File: config.mk
export PLATFORM = sky130hd
export DESIGN_NAME = bqc_dev_flat
export DESIGN_NICKNAME = d
export VERILOG_FILES = /design/src/shared/bqc_pkg.sv /design/src/shared/bqc_link_if.sv /design/src/hdl/bqc_dev.sv /design/src/flat_wrapper.sv
export SDC_FILE = /design/constraint.sdc
export NUM_CORES = 1
export LEC_CHECK = 0
export CORE_MARGIN = 2
export CORE_UTILIZATION = 59
export CTS_CLUSTER_SIZE = 25
export DETAILED_ROUTE_END_ITERATION = 8
export DONT_BUFFER_PORTS = 1
export GPL_TIMING_DRIVEN = 0
export PLACE_DENSITY = 0.83
export SLEW_MARGIN = 30
export SYNTH_ARGS = -nofsm -noshare
export SYNTH_HDL_FRONTEND = slang
export SYNTH_SLANG_ARGS = --single-unit
File: constraint.sdc
create_clock -name core_clk -period 4.55 [get_ports core_clk]
set_clock_uncertainty 0.2 [all_clocks]
set_input_delay 0.2275 -clock core_clk [delete_from_list [all_inputs] [get_ports core_clk]]
set_output_delay 0.2275 -clock core_clk [all_outputs]
set_load 0.03 [all_outputs]
File: src/shared/bqc_pkg.sv
package bqc_pkg;

  ////////////////////////////////////////////////////////////////////////////
  // frame header codes
  localparam logic [7:0] BQC_TYPE_FRAME = 8'hC0;
  localparam logic [7:0] BQC_GROUP      = 8'h0E;
  localparam logic [7:0] BQC_ID_PEER    = 8'h08;
  localparam logic [7:0] BQC_ID_RSSI    = 8'h09;
  localparam logic [7:0] BQC_ID_SET     = 8'h0A;
  localparam logic [7:0] BQC_ID_GET     = 8'h0B;

  ////////////////////////////////////////////////////////////////////////////
  // payload lengths
  localparam logic [7:0] BQC_LEN_PEER_CMD = 8'h01;
  localparam logic [7:0] BQC_LEN_PEER_RSP = 8'h09;
  localparam logic [7:0] BQC_LEN_RSSI_CMD = 8'h01;
  localparam logic [7:0] BQC_LEN_RSSI_RSP = 8'h02;
  localparam logic [7:0] BQC_LEN_SET_CMD  = 8'h04;
  localparam logic [7:0] BQC_LEN_SET_RSP  = 8'h02;
  localparam logic [7:0] BQC_LEN_GET_CMD  = 8'h00;
  localparam logic [7:0] BQC_LEN_GET_RSP  = 8'h06;

  ////////////////////////////////////////////////////////////////////////////
  // frame geometry
  localparam int         BQC_HDR_BYTES  = 4;
  localparam int         BQC_CMD_PAY    = 4;
  localparam int         BQC_RSP_PAY    = 9;
  localparam int         BQC_RSP_FRAME  = 13;
  localparam int         BQC_ADDR_BYTES = 6;
  localparam logic [7:0] BQC_HDR_LAST   = 8'h03;
  localparam logic [7:0] BQC_ONE        = 8'h01;

  ////////////////////////////////////////////////////////////////////////////
  // settings, factory defaults and codes
  localparam logic [7:0] BQC_DISC_DEF   = 8'h02;
  localparam logic [7:0] BQC_CONN_DEF   = 8'h01;
  localparam logic [7:0] BQC_FLAGS_DEF  = 8'h01;
  localparam logic [7:0] BQC_SNIFF_DEF  = 8'h01;
  localparam logic [7:0] BQC_LO_MASK    = 8'h0F;
  localparam int         BQC_FLAG_APPLY = 0;
  localparam logic [3:0] BQC_CONN_YES   = 4'h1;
  localparam logic [7:0] BQC_SNIFF_ON   = 8'h01;
  localparam logic [7:0] BQC_RES_OK     = 8'h00;
  localparam logic [7:0] BQC_RES_NOCONN = 8'h01;
  localparam logic [7:0] BQC_ZERO       = 8'h00;

  ////////////////////////////////////////////////////////////////////////////
  // host register map
  localparam logic [7:0] BQC_REG_CTRL   = 8'h00;
  localparam logic [7:0] BQC_REG_PARAM  = 8'h04;
  localparam logic [7:0] BQC_REG_STATUS = 8'h08;
  localparam logic [7:0] BQC_REG_RSP0   = 8'h0C;
  localparam logic [7:0] BQC_REG_RSP1   = 8'h10;
  localparam logic [7:0] BQC_REG_RSP2   = 8'h14;
  localparam int         BQC_ST_DONE    = 1;

  typedef enum logic [1:0] {
    BQC_CMD_PEER = 2'b00,
    BQC_CMD_RSSI = 2'b01,
    BQC_CMD_SET  = 2'b10,
    BQC_CMD_GET  = 2'b11
  } bqc_cmd_t;

endpackage

File: src/shared/bqc_link_if.sv
`timescale 1ns/100ps
interface bqc_link_if;
  logic [7:0] h2d_data;
  logic       h2d_valid;
  logic       h2d_ready;
  logic [7:0] d2h_data;
  logic       d2h_valid;
  logic       d2h_ready;
  modport dev  (input h2d_data, h2d_valid, d2h_ready,
                output h2d_ready, d2h_data, d2h_valid);
  modport host (output h2d_data, h2d_valid, d2h_ready,
                input h2d_ready, d2h_data, d2h_valid);
endinterface

File: src/hdl/bqc_dev.sv
`timescale 1ns/100ps
// What this block does
// peer address query: C0, group 0E, len 01
// peer address answer: len 09, id 08
// signal strength query reports latest peer RSSI
// signal strength succeeds only while connected
// RSSI sent as signed two's complement byte
// signal strength: command len 01, answer 02
// set params: id 0A, four bytes, answer 02
// discoverable low nibble: default mode, default 2
// discoverable high nibble: connected mode, default 0
// host keeps both high nibbles at zero
// connectable low nibble: default, default 1
// second connection always refused
// flags bit 0 enables discoverable high nibble
// sniff byte permits idle sniff, default on
// host leaves sniff byte at default
// get params: id 0B, len 00, answer 06
// header order: type, length, group, id
module bqc_dev
  import bqc_pkg::*;
(
  input  wire logic              core_clk,
  input  wire logic              nrst,
  bqc_link_if.dev                link,
  input  wire logic              link_up,
  input  wire logic [7:0]        link_handle,
  input  wire logic [47:0]       peer_addr,
  input  wire logic signed [7:0] rssi_dbm,
  output logic      [7:0]        disc_cfg,
  output logic      [7:0]        conn_cfg,
  output logic      [7:0]        flags_cfg,
  output logic      [7:0]        sniff_cfg,
  output logic      [3:0]        disc_mode,
  output logic                   accept_conn,
  output logic                   sniff_allow,
  output logic                   bad_frame
);

  ////////////////////////////////////////////////////////////////////////////
  // state
  typedef enum logic [1:0] {
    BQC_D_HDR  = 2'b00,
    BQC_D_PAY  = 2'b01,
    BQC_D_EXEC = 2'b10,
    BQC_D_TX   = 2'b11
  } bqc_dst_t;

  bqc_dst_t   st_ff;
  bqc_dst_t   nxt_st;
  logic [7:0] cnt_ff;
  logic [7:0] nxt_cnt;
  logic [7:0] hdr_ff [BQC_HDR_BYTES];
  logic [7:0] pay_ff [BQC_CMD_PAY];
  logic [7:0] rsp_ff [BQC_RSP_FRAME];
  logic [7:0] nxt_rsp [BQC_RSP_FRAME];
  logic [7:0] last_ff;
  logic [7:0] disc_ff;
  logic [7:0] conn_ff;
  logic [7:0] flags_ff;
  logic [7:0] sniff_ff;
  logic       bad_ff;

  ////////////////////////////////////////////////////////////////////////////
  // decode
  wire        rx_take  = link.h2d_valid && link.h2d_ready;
  wire        tx_take  = link.d2h_valid && link.d2h_ready;
  wire [7:0]  f_type   = hdr_ff[0];
  wire [7:0]  f_len    = hdr_ff[1];
  wire [7:0]  f_grp    = hdr_ff[2];
  wire [7:0]  f_id     = hdr_ff[3];
  wire        hdr_ok   = (f_type == BQC_TYPE_FRAME) && (f_grp == BQC_GROUP);
  wire        is_peer  = hdr_ok && f_id == BQC_ID_PEER
                         && f_len == BQC_LEN_PEER_CMD;
  wire        is_rssi  = hdr_ok && f_id == BQC_ID_RSSI
                         && f_len == BQC_LEN_RSSI_CMD;
  wire        is_set   = hdr_ok && f_id == BQC_ID_SET
                         && f_len == BQC_LEN_SET_CMD;
  wire        is_get   = hdr_ok && f_id == BQC_ID_GET
                         && f_len == BQC_LEN_GET_CMD;
  wire        known    = is_peer || is_rssi || is_set || is_get;
  wire        conn_ok  = link_up && (pay_ff[0] == link_handle);
  wire [7:0]  result   = conn_ok ? BQC_RES_OK : BQC_RES_NOCONN;
  wire [7:0]  pay_last = f_len - BQC_ONE;
  wire        apply_hi = flags_ff[BQC_FLAG_APPLY];

  ////////////////////////////////////////////////////////////////////////////
  // response image
  always_comb begin
    for (int i = 0; i < BQC_RSP_FRAME; i++) begin
      nxt_rsp[i] = BQC_ZERO;
    end
    nxt_rsp[0] = BQC_TYPE_FRAME;
    nxt_rsp[2] = BQC_GROUP;
    nxt_rsp[3] = f_id;
    nxt_rsp[4] = BQC_RES_OK;
    if (is_peer) begin
      nxt_rsp[1] = BQC_LEN_PEER_RSP;
      nxt_rsp[4] = result;
      for (int i = 0; i < BQC_ADDR_BYTES; i++) begin
        nxt_rsp[5 + i] = conn_ok ? peer_addr[8 * i +: 8] : BQC_ZERO;
      end
      nxt_rsp[11] = pay_ff[0];
    end else if (is_rssi) begin
      nxt_rsp[1] = BQC_LEN_RSSI_RSP;
      nxt_rsp[4] = result;
      nxt_rsp[5] = conn_ok ? rssi_dbm : BQC_ZERO;
    end else if (is_set) begin
      nxt_rsp[1] = BQC_LEN_SET_RSP;
    end else begin
      nxt_rsp[1] = BQC_LEN_GET_RSP;
      nxt_rsp[6] = disc_ff;
      nxt_rsp[7] = conn_ff;
      nxt_rsp[8] = flags_ff;
      nxt_rsp[9] = sniff_ff;
    end
  end

  ////////////////////////////////////////////////////////////////////////////
  // sequencing
  always_comb begin
    nxt_st  = st_ff;
    nxt_cnt = cnt_ff;
    unique case (st_ff)
      BQC_D_HDR: begin
        if (rx_take) begin
          nxt_cnt = cnt_ff + BQC_ONE;
          if (cnt_ff == BQC_HDR_LAST) begin
            nxt_cnt = BQC_ZERO;
            nxt_st  = (f_len == BQC_ZERO) ? BQC_D_EXEC : BQC_D_PAY;
          end
        end
      end
      BQC_D_PAY: begin
        if (rx_take) begin
          nxt_cnt = cnt_ff + BQC_ONE;
          if (cnt_ff == pay_last) begin
            nxt_cnt = BQC_ZERO;
            nxt_st  = BQC_D_EXEC;
          end
        end
      end
      BQC_D_EXEC: begin
        nxt_cnt = BQC_ZERO;
        nxt_st  = known ? BQC_D_TX : BQC_D_HDR;
      end
      BQC_D_TX: begin
        if (tx_take) begin
          nxt_cnt = cnt_ff + BQC_ONE;
          if (cnt_ff == last_ff) begin
            nxt_cnt = BQC_ZERO;
            nxt_st  = BQC_D_HDR;
          end
        end
      end
    endcase
  end

  always_ff @(posedge core_clk or negedge nrst) begin
    if (!nrst) begin
      st_ff  <= BQC_D_HDR;
      cnt_ff <= BQC_ZERO;
      bad_ff <= 1'b0;
    end else begin
      st_ff  <= nxt_st;
      cnt_ff <= nxt_cnt;
      bad_ff <= (st_ff == BQC_D_EXEC) && !known;
    end
  end

  ////////////////////////////////////////////////////////////////////////////
  // capture of incoming bytes
  always_ff @(posedge core_clk or negedge nrst) begin
    if (!nrst) begin
      for (int i = 0; i < BQC_HDR_BYTES; i++) begin
        hdr_ff[i] <= BQC_ZERO;
      end
      for (int i = 0; i < BQC_CMD_PAY; i++) begin
        pay_ff[i] <= BQC_ZERO;
      end
    end else if (rx_take) begin
      if (st_ff == BQC_D_HDR) begin
        hdr_ff[cnt_ff[1:0]] <= link.h2d_data;
      end else if (cnt_ff < BQC_CMD_PAY) begin
        pay_ff[cnt_ff[1:0]] <= link.h2d_data;
      end
    end
  end

  ////////////////////////////////////////////////////////////////////////////
  // response frame and settings
  always_ff @(posedge core_clk or negedge nrst) begin
    if (!nrst) begin
      for (int i = 0; i < BQC_RSP_FRAME; i++) begin
        rsp_ff[i] <= BQC_ZERO;
      end
      last_ff <= BQC_ZERO;
    end else if (st_ff == BQC_D_EXEC && known) begin
      for (int i = 0; i < BQC_RSP_FRAME; i++) begin
        rsp_ff[i] <= nxt_rsp[i];
      end
      last_ff <= nxt_rsp[1] + BQC_HDR_LAST;
    end
  end

  always_ff @(posedge core_clk or negedge nrst) begin
    if (!nrst) begin
      disc_ff  <= BQC_DISC_DEF;
      conn_ff  <= BQC_CONN_DEF;
      flags_ff <= BQC_FLAGS_DEF;
      sniff_ff <= BQC_SNIFF_DEF;
    end else if (st_ff == BQC_D_EXEC && is_set) begin
      disc_ff  <= pay_ff[0];
      conn_ff  <= pay_ff[1];
      flags_ff <= pay_ff[2];
      sniff_ff <= pay_ff[3];
    end
  end

  ////////////////////////////////////////////////////////////////////////////
  // outputs
  assign link.h2d_ready = (st_ff == BQC_D_HDR) || (st_ff == BQC_D_PAY);
  assign link.d2h_valid = (st_ff == BQC_D_TX);
  assign link.d2h_data  = rsp_ff[cnt_ff[3:0]];
  assign disc_cfg    = disc_ff;
  assign conn_cfg    = conn_ff;
  assign flags_cfg   = flags_ff;
  assign sniff_cfg   = sniff_ff;
  assign disc_mode   = (link_up && apply_hi) ? disc_ff[7:4]
                                             : disc_ff[3:0];
  assign accept_conn = !link_up && (conn_ff[3:0] == BQC_CONN_YES);
  assign sniff_allow = (sniff_ff == BQC_SNIFF_ON);
  assign bad_frame   = bad_ff;

endmodule

File: src/flat_wrapper.sv
// flat-port wrapper written by rule: the top's interface ports become plain ports
module bqc_dev_flat import bqc_pkg::*;
  (core_clk, nrst, link_up, link_handle, peer_addr, rssi_dbm, disc_cfg, conn_cfg, flags_cfg, sniff_cfg, disc_mode, accept_conn, sniff_allow, bad_frame, link_h2d_data, link_h2d_valid, link_d2h_ready, link_h2d_ready, link_d2h_data, link_d2h_valid);
  bqc_link_if link_i ();
  input  wire logic core_clk;
  input  wire logic nrst;
  input  wire logic link_up;
  input  wire logic [7:0] link_handle;
  input  wire logic [47:0] peer_addr;
  input  wire logic signed [7:0] rssi_dbm;
  output logic      [7:0] disc_cfg;
  output logic      [7:0] conn_cfg;
  output logic      [7:0] flags_cfg;
  output logic      [7:0] sniff_cfg;
  output logic      [3:0] disc_mode;
  output logic accept_conn;
  output logic sniff_allow;
  output logic bad_frame;
  input wire logic [$bits(link_i.h2d_data)-1:0] link_h2d_data;
  input wire logic [$bits(link_i.h2d_valid)-1:0] link_h2d_valid;
  input wire logic [$bits(link_i.d2h_ready)-1:0] link_d2h_ready;
  output wire logic [$bits(link_i.h2d_ready)-1:0] link_h2d_ready;
  output wire logic [$bits(link_i.d2h_data)-1:0] link_d2h_data;
  output wire logic [$bits(link_i.d2h_valid)-1:0] link_d2h_valid;
  assign link_i.h2d_data = link_h2d_data;
  assign link_i.h2d_valid = link_h2d_valid;
  assign link_i.d2h_ready = link_d2h_ready;
  assign link_h2d_ready = link_i.h2d_ready;
  assign link_d2h_data = link_i.d2h_data;
  assign link_d2h_valid = link_i.d2h_valid;
  bqc_dev u_core (.core_clk(core_clk), .nrst(nrst), .link(link_i), .link_up(link_up), .link_handle(link_handle), .peer_addr(peer_addr), .rssi_dbm(rssi_dbm), .disc_cfg(disc_cfg), .conn_cfg(conn_cfg), .flags_cfg(flags_cfg), .sniff_cfg(sniff_cfg), .disc_mode(disc_mode), .accept_conn(accept_conn), .sniff_allow(sniff_allow), .bad_frame(bad_frame));
endmodule
* Word level (Yosys, flattened, before mapping)
Cells that the tools add are included.
Word-level totals: flip-flop bits (word level) 197, latch bits 0, RAM bits 0, memory bits (read-only) 0, input port bits 77, output and inout port bits 49, word-level logic and storage cells 131, memories kept 0
Cells by class: $add $sub $neg 3, $mul 0, divide/modulo/power cells 0, magnitude comparators 4, equality and inequality tests 23, shift operators 0, multiplexer cells 40, bitwise operators 3, reduce and logical (&&, ||, !) cells 30
Operators with widths (number):
- two-way mux 8 bit | 18
- bitwise mux 32 bit | 2
- two-way mux 32 bit | 2
- two-way mux 48 bit | 1
- == test 8 x 4 -> 1 bit, second input constant | 5
- binary-select mux 8 bit (select 4 bit) | 1
- two-way mux 16 bit | 2
- one-hot mux 8 bit (4 select lines) | 1
- == test 8 bit | 3
- logical AND 1 bit | 18
- demux 8 bit (select 2 bit) | 1
- == test 8 x 1 -> 1 bit, second input constant | 2
- two-way mux 2 bit | 8
- adder 8 x 1 -> 8 bit, second input constant | 1
- adder 8 x 2 -> 8 bit, second input constant | 1
- == test 8 x 2 -> 1 bit, second input constant | 1
- == test 8 x 3 -> 1 bit, second input constant | 1
- == test 8 bit, second input constant | 1
- logical NOT 8 bit | 1
- less-than comparator 8 x 3 -> 1 bit, second input constant | 1
- inequality test 2 x 1 -> 1 bit, second input constant | 4
- one-hot mux 2 bit (4 select lines) | 1
- subtractor 8 x 1 -> 8 bit, second input constant | 1
- AND reduction 3 bit | 2
- other kinds (18) | 24

* Logic depth before layout (Yosys ltp)
word-level depth 9, gate-level depth with buffers 10, gate-level depth less buffers 7

* Worst setup path before layout
OpenSTA, ideal clock, no wires.
kind register -> output, start point register u_core.cnt_ff[0], end point output port link_d2h_data[0], arrival time 2.345 ns, data required time 4.123 ns, slack 1.778 ns, stages on the path, launching flop included 6, path buffers 2, path through dfrtp_1 buf_1 clkbuf_1 clkinv_1 o31a_1 o22ai_1
On the way: cells in the longest elaborated chain, start to end 4
Ends and longest elaborated chain:
- start: declaration | RTL line bqc_dev.sv:51 | logic [7:0] cnt_ff;
- start signal: assignment | RTL line bqc_dev.sv:166 | cnt_ff <= nxt_cnt;
- NOT 4 -> 5 bit (implied by the code) | RTL line bqc_dev.sv:224 | assign link.d2h_data = rsp_ff[cnt_ff[3:0]];
- binary-select mux 8 bit (select 4 bit) | RTL line bqc_dev.sv:224
- two-way mux 8 bit (implied by the code) (2 in series) | RTL line bqc_dev.sv:224
- end: declaration | RTL line flat_wrapper.sv:23 | output wire logic [$bits(link_i.d2h_data)-1:0] link_d2h_data;
No other way between the ends. The select of a mux whose other input is x is not followed.

* Worst setup path after layout
Ends and elaborated chain as after synthesis.

==> flow_summary.json <==
{
  "status": "finished with violations",
  "violations": "hold timing",
  "clk_path_buf_depth": 2,
  "synth_cells": 813,
  "grt_pass1_wl_um": 39700,
  "synth_compound_area_share_pct": 16.9,
  "vdd_drop_max_v": 0.000386,
  "grt_setup_unrepaired": "no",
  "synthSimpleGateAreaFrac_pct": 9.99,
  "hold_violations": 179,
  "synth_xor_area_share_pct": 2.13,
  "grt_antenna_before_repair": 1,
  "p_per_area_nw_per_um2": 486,
  "max_freq_ghz": 0.252,
  "drv_cap": 0,
  "yosysWarningCount": 0,
  "clk_pin_slew_ps": 70,
  "fin_crit_sh_pct": 87.3,
  "place_inst": 1001,
  "synthAdderAreaFrac_pct": 0.968,
  "path_max_fanout": 10,
  "grt_overflow": 0,
  "drc": 0,
  "first_iter_violations": 760,
  "use_met1_pct": 44.7,
  "ant_nets": 0,
  "routed_via_density": 6.48,
  "start_util_pct": 59.9,
  "post_synth_mux_area_share_pct": 15.3,
  "synth_top_family_by_area": "compound AO/OA/AOI/OAI gates",
  "fin_tns_setup_ps": 0,
  "numCtsBuffers": 17,
  "ios": 126,
  "relSlewSlack_pct": 38.1,
  "totalPowerFinal_mw": 5.10,
  "hold_buffers": 64,
  "gp_congestion": 0.931,
  "fp.dieH_um": 128,
  "seq_area_frac_synth_pct": 49.6,
  "hpwl_um": 17500,
  "ys_seq_elements": 179,
  "holdWs_ps": -712,
  "dieArea_um2": 16300,
  "yosys.area.top_type": "dfrtp_1",
  "synthArstFlopShare_pct": 100,
  "syn2layout_area_growth_pct": 16.1,
  "syn_area_per_cell_um2": 11.1,
  "tightest_slew_ps": 920,
  "tritoncts": "done",
  "cts-root-buf": "clkbuf_16",
  "post-route-min-period_ps": 3970,
  "grtUsageMet3_pct": 7.80,
  "coreArea_um2": 15100,
  "top_usage_layer": "met2",
  "die_w_um": 128,
  "synth_nets": 897,
  "place.port_buffers": 0,
  "synth_area_leaders": "dfrtp_1 48%, mux2_2 12%, o41a_1 4.0%, nand2_1 3.2%, o41ai_1 3.2%",
  "wl_per_cell_um": 23.2,
  "route.vias.total": 7120,
  "nets": 980,
  "ys_top_cells_by_count": "175 x dfrtp_1, 99 x mux2_2, 77 x nand2_1",
  "cp-end-kind": "output port",
  "postPlaceCellArea_um2": 9300,
  "grt_max_degree": 180,
  "ys_types": 66,
  "ys.flop_type": "dfrtp_1",
  "drt-total-wl_um": 25400,
  "worstPathArrival_ps": 3550,
  "met2_usage_pct": 49.4,
  "setup_viol": 0,
  "synth-edff-count": 0,
  "insertion_delay_ps": 430,
  "synth_top_area_share_pct": 48.4,
  "final_area_um2": 10500,
  "worstSetupStartpointType": "register",
  "cp.required_ps": 4120,
  "fillCellCount": 1071,
  "fin_cells": 1098,
  "htreeDepth": 4,
  "maxSlewViolCount": 0,
  "path_class": "register to output port",
  "power_leakage_nw": 4.56,
  "grtUsageTotal_pct": 32.4,
  "grt_pass1_vias": 6958,
  "yosysMostFrequentCell": "dfrtp_1",
  "drt_first_pass_iters": 6,
  "cts_sinks": 179,
  "netlist_area_um2": 9040,
  "rows": 45,
  "hold_class": "input port to async pin",
  "layout-drive-gt1-share_pct": 19.4
}
## through the flow
step / setup slack (ps) / util, % / hold WS, ps
2_1_floorplan: 1780 / - / -268
3_3_place_gp: 1050 / 61.5 / -264
3_5_place_dp: 1010 / 61.6 / -265
4_1_cts: 598 / 69.6 / -722
5_1_grt: 422 / 69.6 / -740
6_report: 576 / 69.6 / -712
## final timing paths
check                             startpoint  slack, ps                  end  depth (start not counted)
hold / removal                          nrst       -710  u_core.flags_cfg[6]                          0
setup reg to reg            u_core.cnt_ff[0]       1020    u_core.pay_ff[31]                          6
hold reg to reg            u_core.rsp_ff[75]        270    u_core.rsp_ff[75]                          1
min in group core_clk                link_up         40    u_core.rsp_ff[64]                          3
max in group asynchronous               nrst       4610   u_core.disc_cfg[1]                          0
setup / recovery            u_core.cnt_ff[0]        580     link_d2h_data[0]                          5
## where the power goes
group	switching, mW	leakage (nW)	internal [mW]	total, mW
Clock	0.634	0.264	0.763	1.40
Sequential	0.239	2.12	1.88	2.12
Combinational	0.928	2.18	0.654	1.58
Total	1.80	4.56	3.30	5.10
## per-layer routing
layer  part of all wire, %  wire length [µm]
met1                    42             10800
met2                    46             11600
met3                   8.0              2040
met4                   3.9               979
met5                     0                 0
## layout by cell type, fill, tap and decap left out, drive strengths merged, types with 5 or more instances in the layout
cell and instances:
mux2 99, a22o 8, mux2i 7, a221oi 5
o31ai 9, nor2 25, dfrtp 175, a21oi 20
nor3 7, nand2 77, buf 16, and2 13
nand4 5, inv 50, nand2b 7, nand3 6
mux4 9, nor4 7, o22ai 13, dlygate4sd3 64
xnor2 15, xor2 7, o41a 32, clkinv 5
clkbuf 71, o21ai 52, ha 7, o41ai 33
## state kept, by name, summed over array words and instances, names as in the netlist
name / cells
u_core.st_ff: 2
u_core.f_len: 8
u_core.f_grp: 8
u_core.bad_frame: 1
u_core.cnt_ff: 8
u_core.sniff_cfg: 8
u_core.conn_cfg: 8
u_core.f_type: 8
u_core.last_ff: 3
u_core.flags_cfg: 8
u_core.disc_cfg: 8
u_core.rsp_ff: 69
u_core.pay_ff: 32
u_core.f_id: 8
## cells by family (layout without fill, tap and decap cells)
logic type | Yosys count | after routing
AOI/OAI and AO/OA | 199 | 199
xor gates and xnor gates | 22 | 22
adders and majority gates | 7 | 7
buffers and inverters | 114 | 210
DFF | 179 | 179
muxes | 115 | 115
other | 0 | 1
and+or+nand+nor | 177 | 177
## area by class of cell
class / instances / area, µm² / area share [%]
timing repair buffer: 64 / 641 / 6.10
sequential: 179 / 4480 / 42.7
clock inverter: 9 / 72.6 / 0.691
clock buffer: 23 / 488 / 4.65
multi-input combinational: 520 / 4130 / 39.3
inverter: 50 / 188 / 1.79
antenna: 1 / 2.50 / 0.0238
buffer: 64 / 268 / 2.55
tap: 188 / 235 / 2.24
## critical path, stage by stage, from the launching register on
cell and delay [ps]:
dfrtp_1 500, buf_1 690, clkbuf_1 480, clkinv_1 430, o31a_1 380, o22ai_1 630
## repair_timing
item,in CTS,in global routing
hold endpoints to repair,291,179
resized for setup,0,0
setup buffers,0,0
Power figures use the tool's default switching activity.
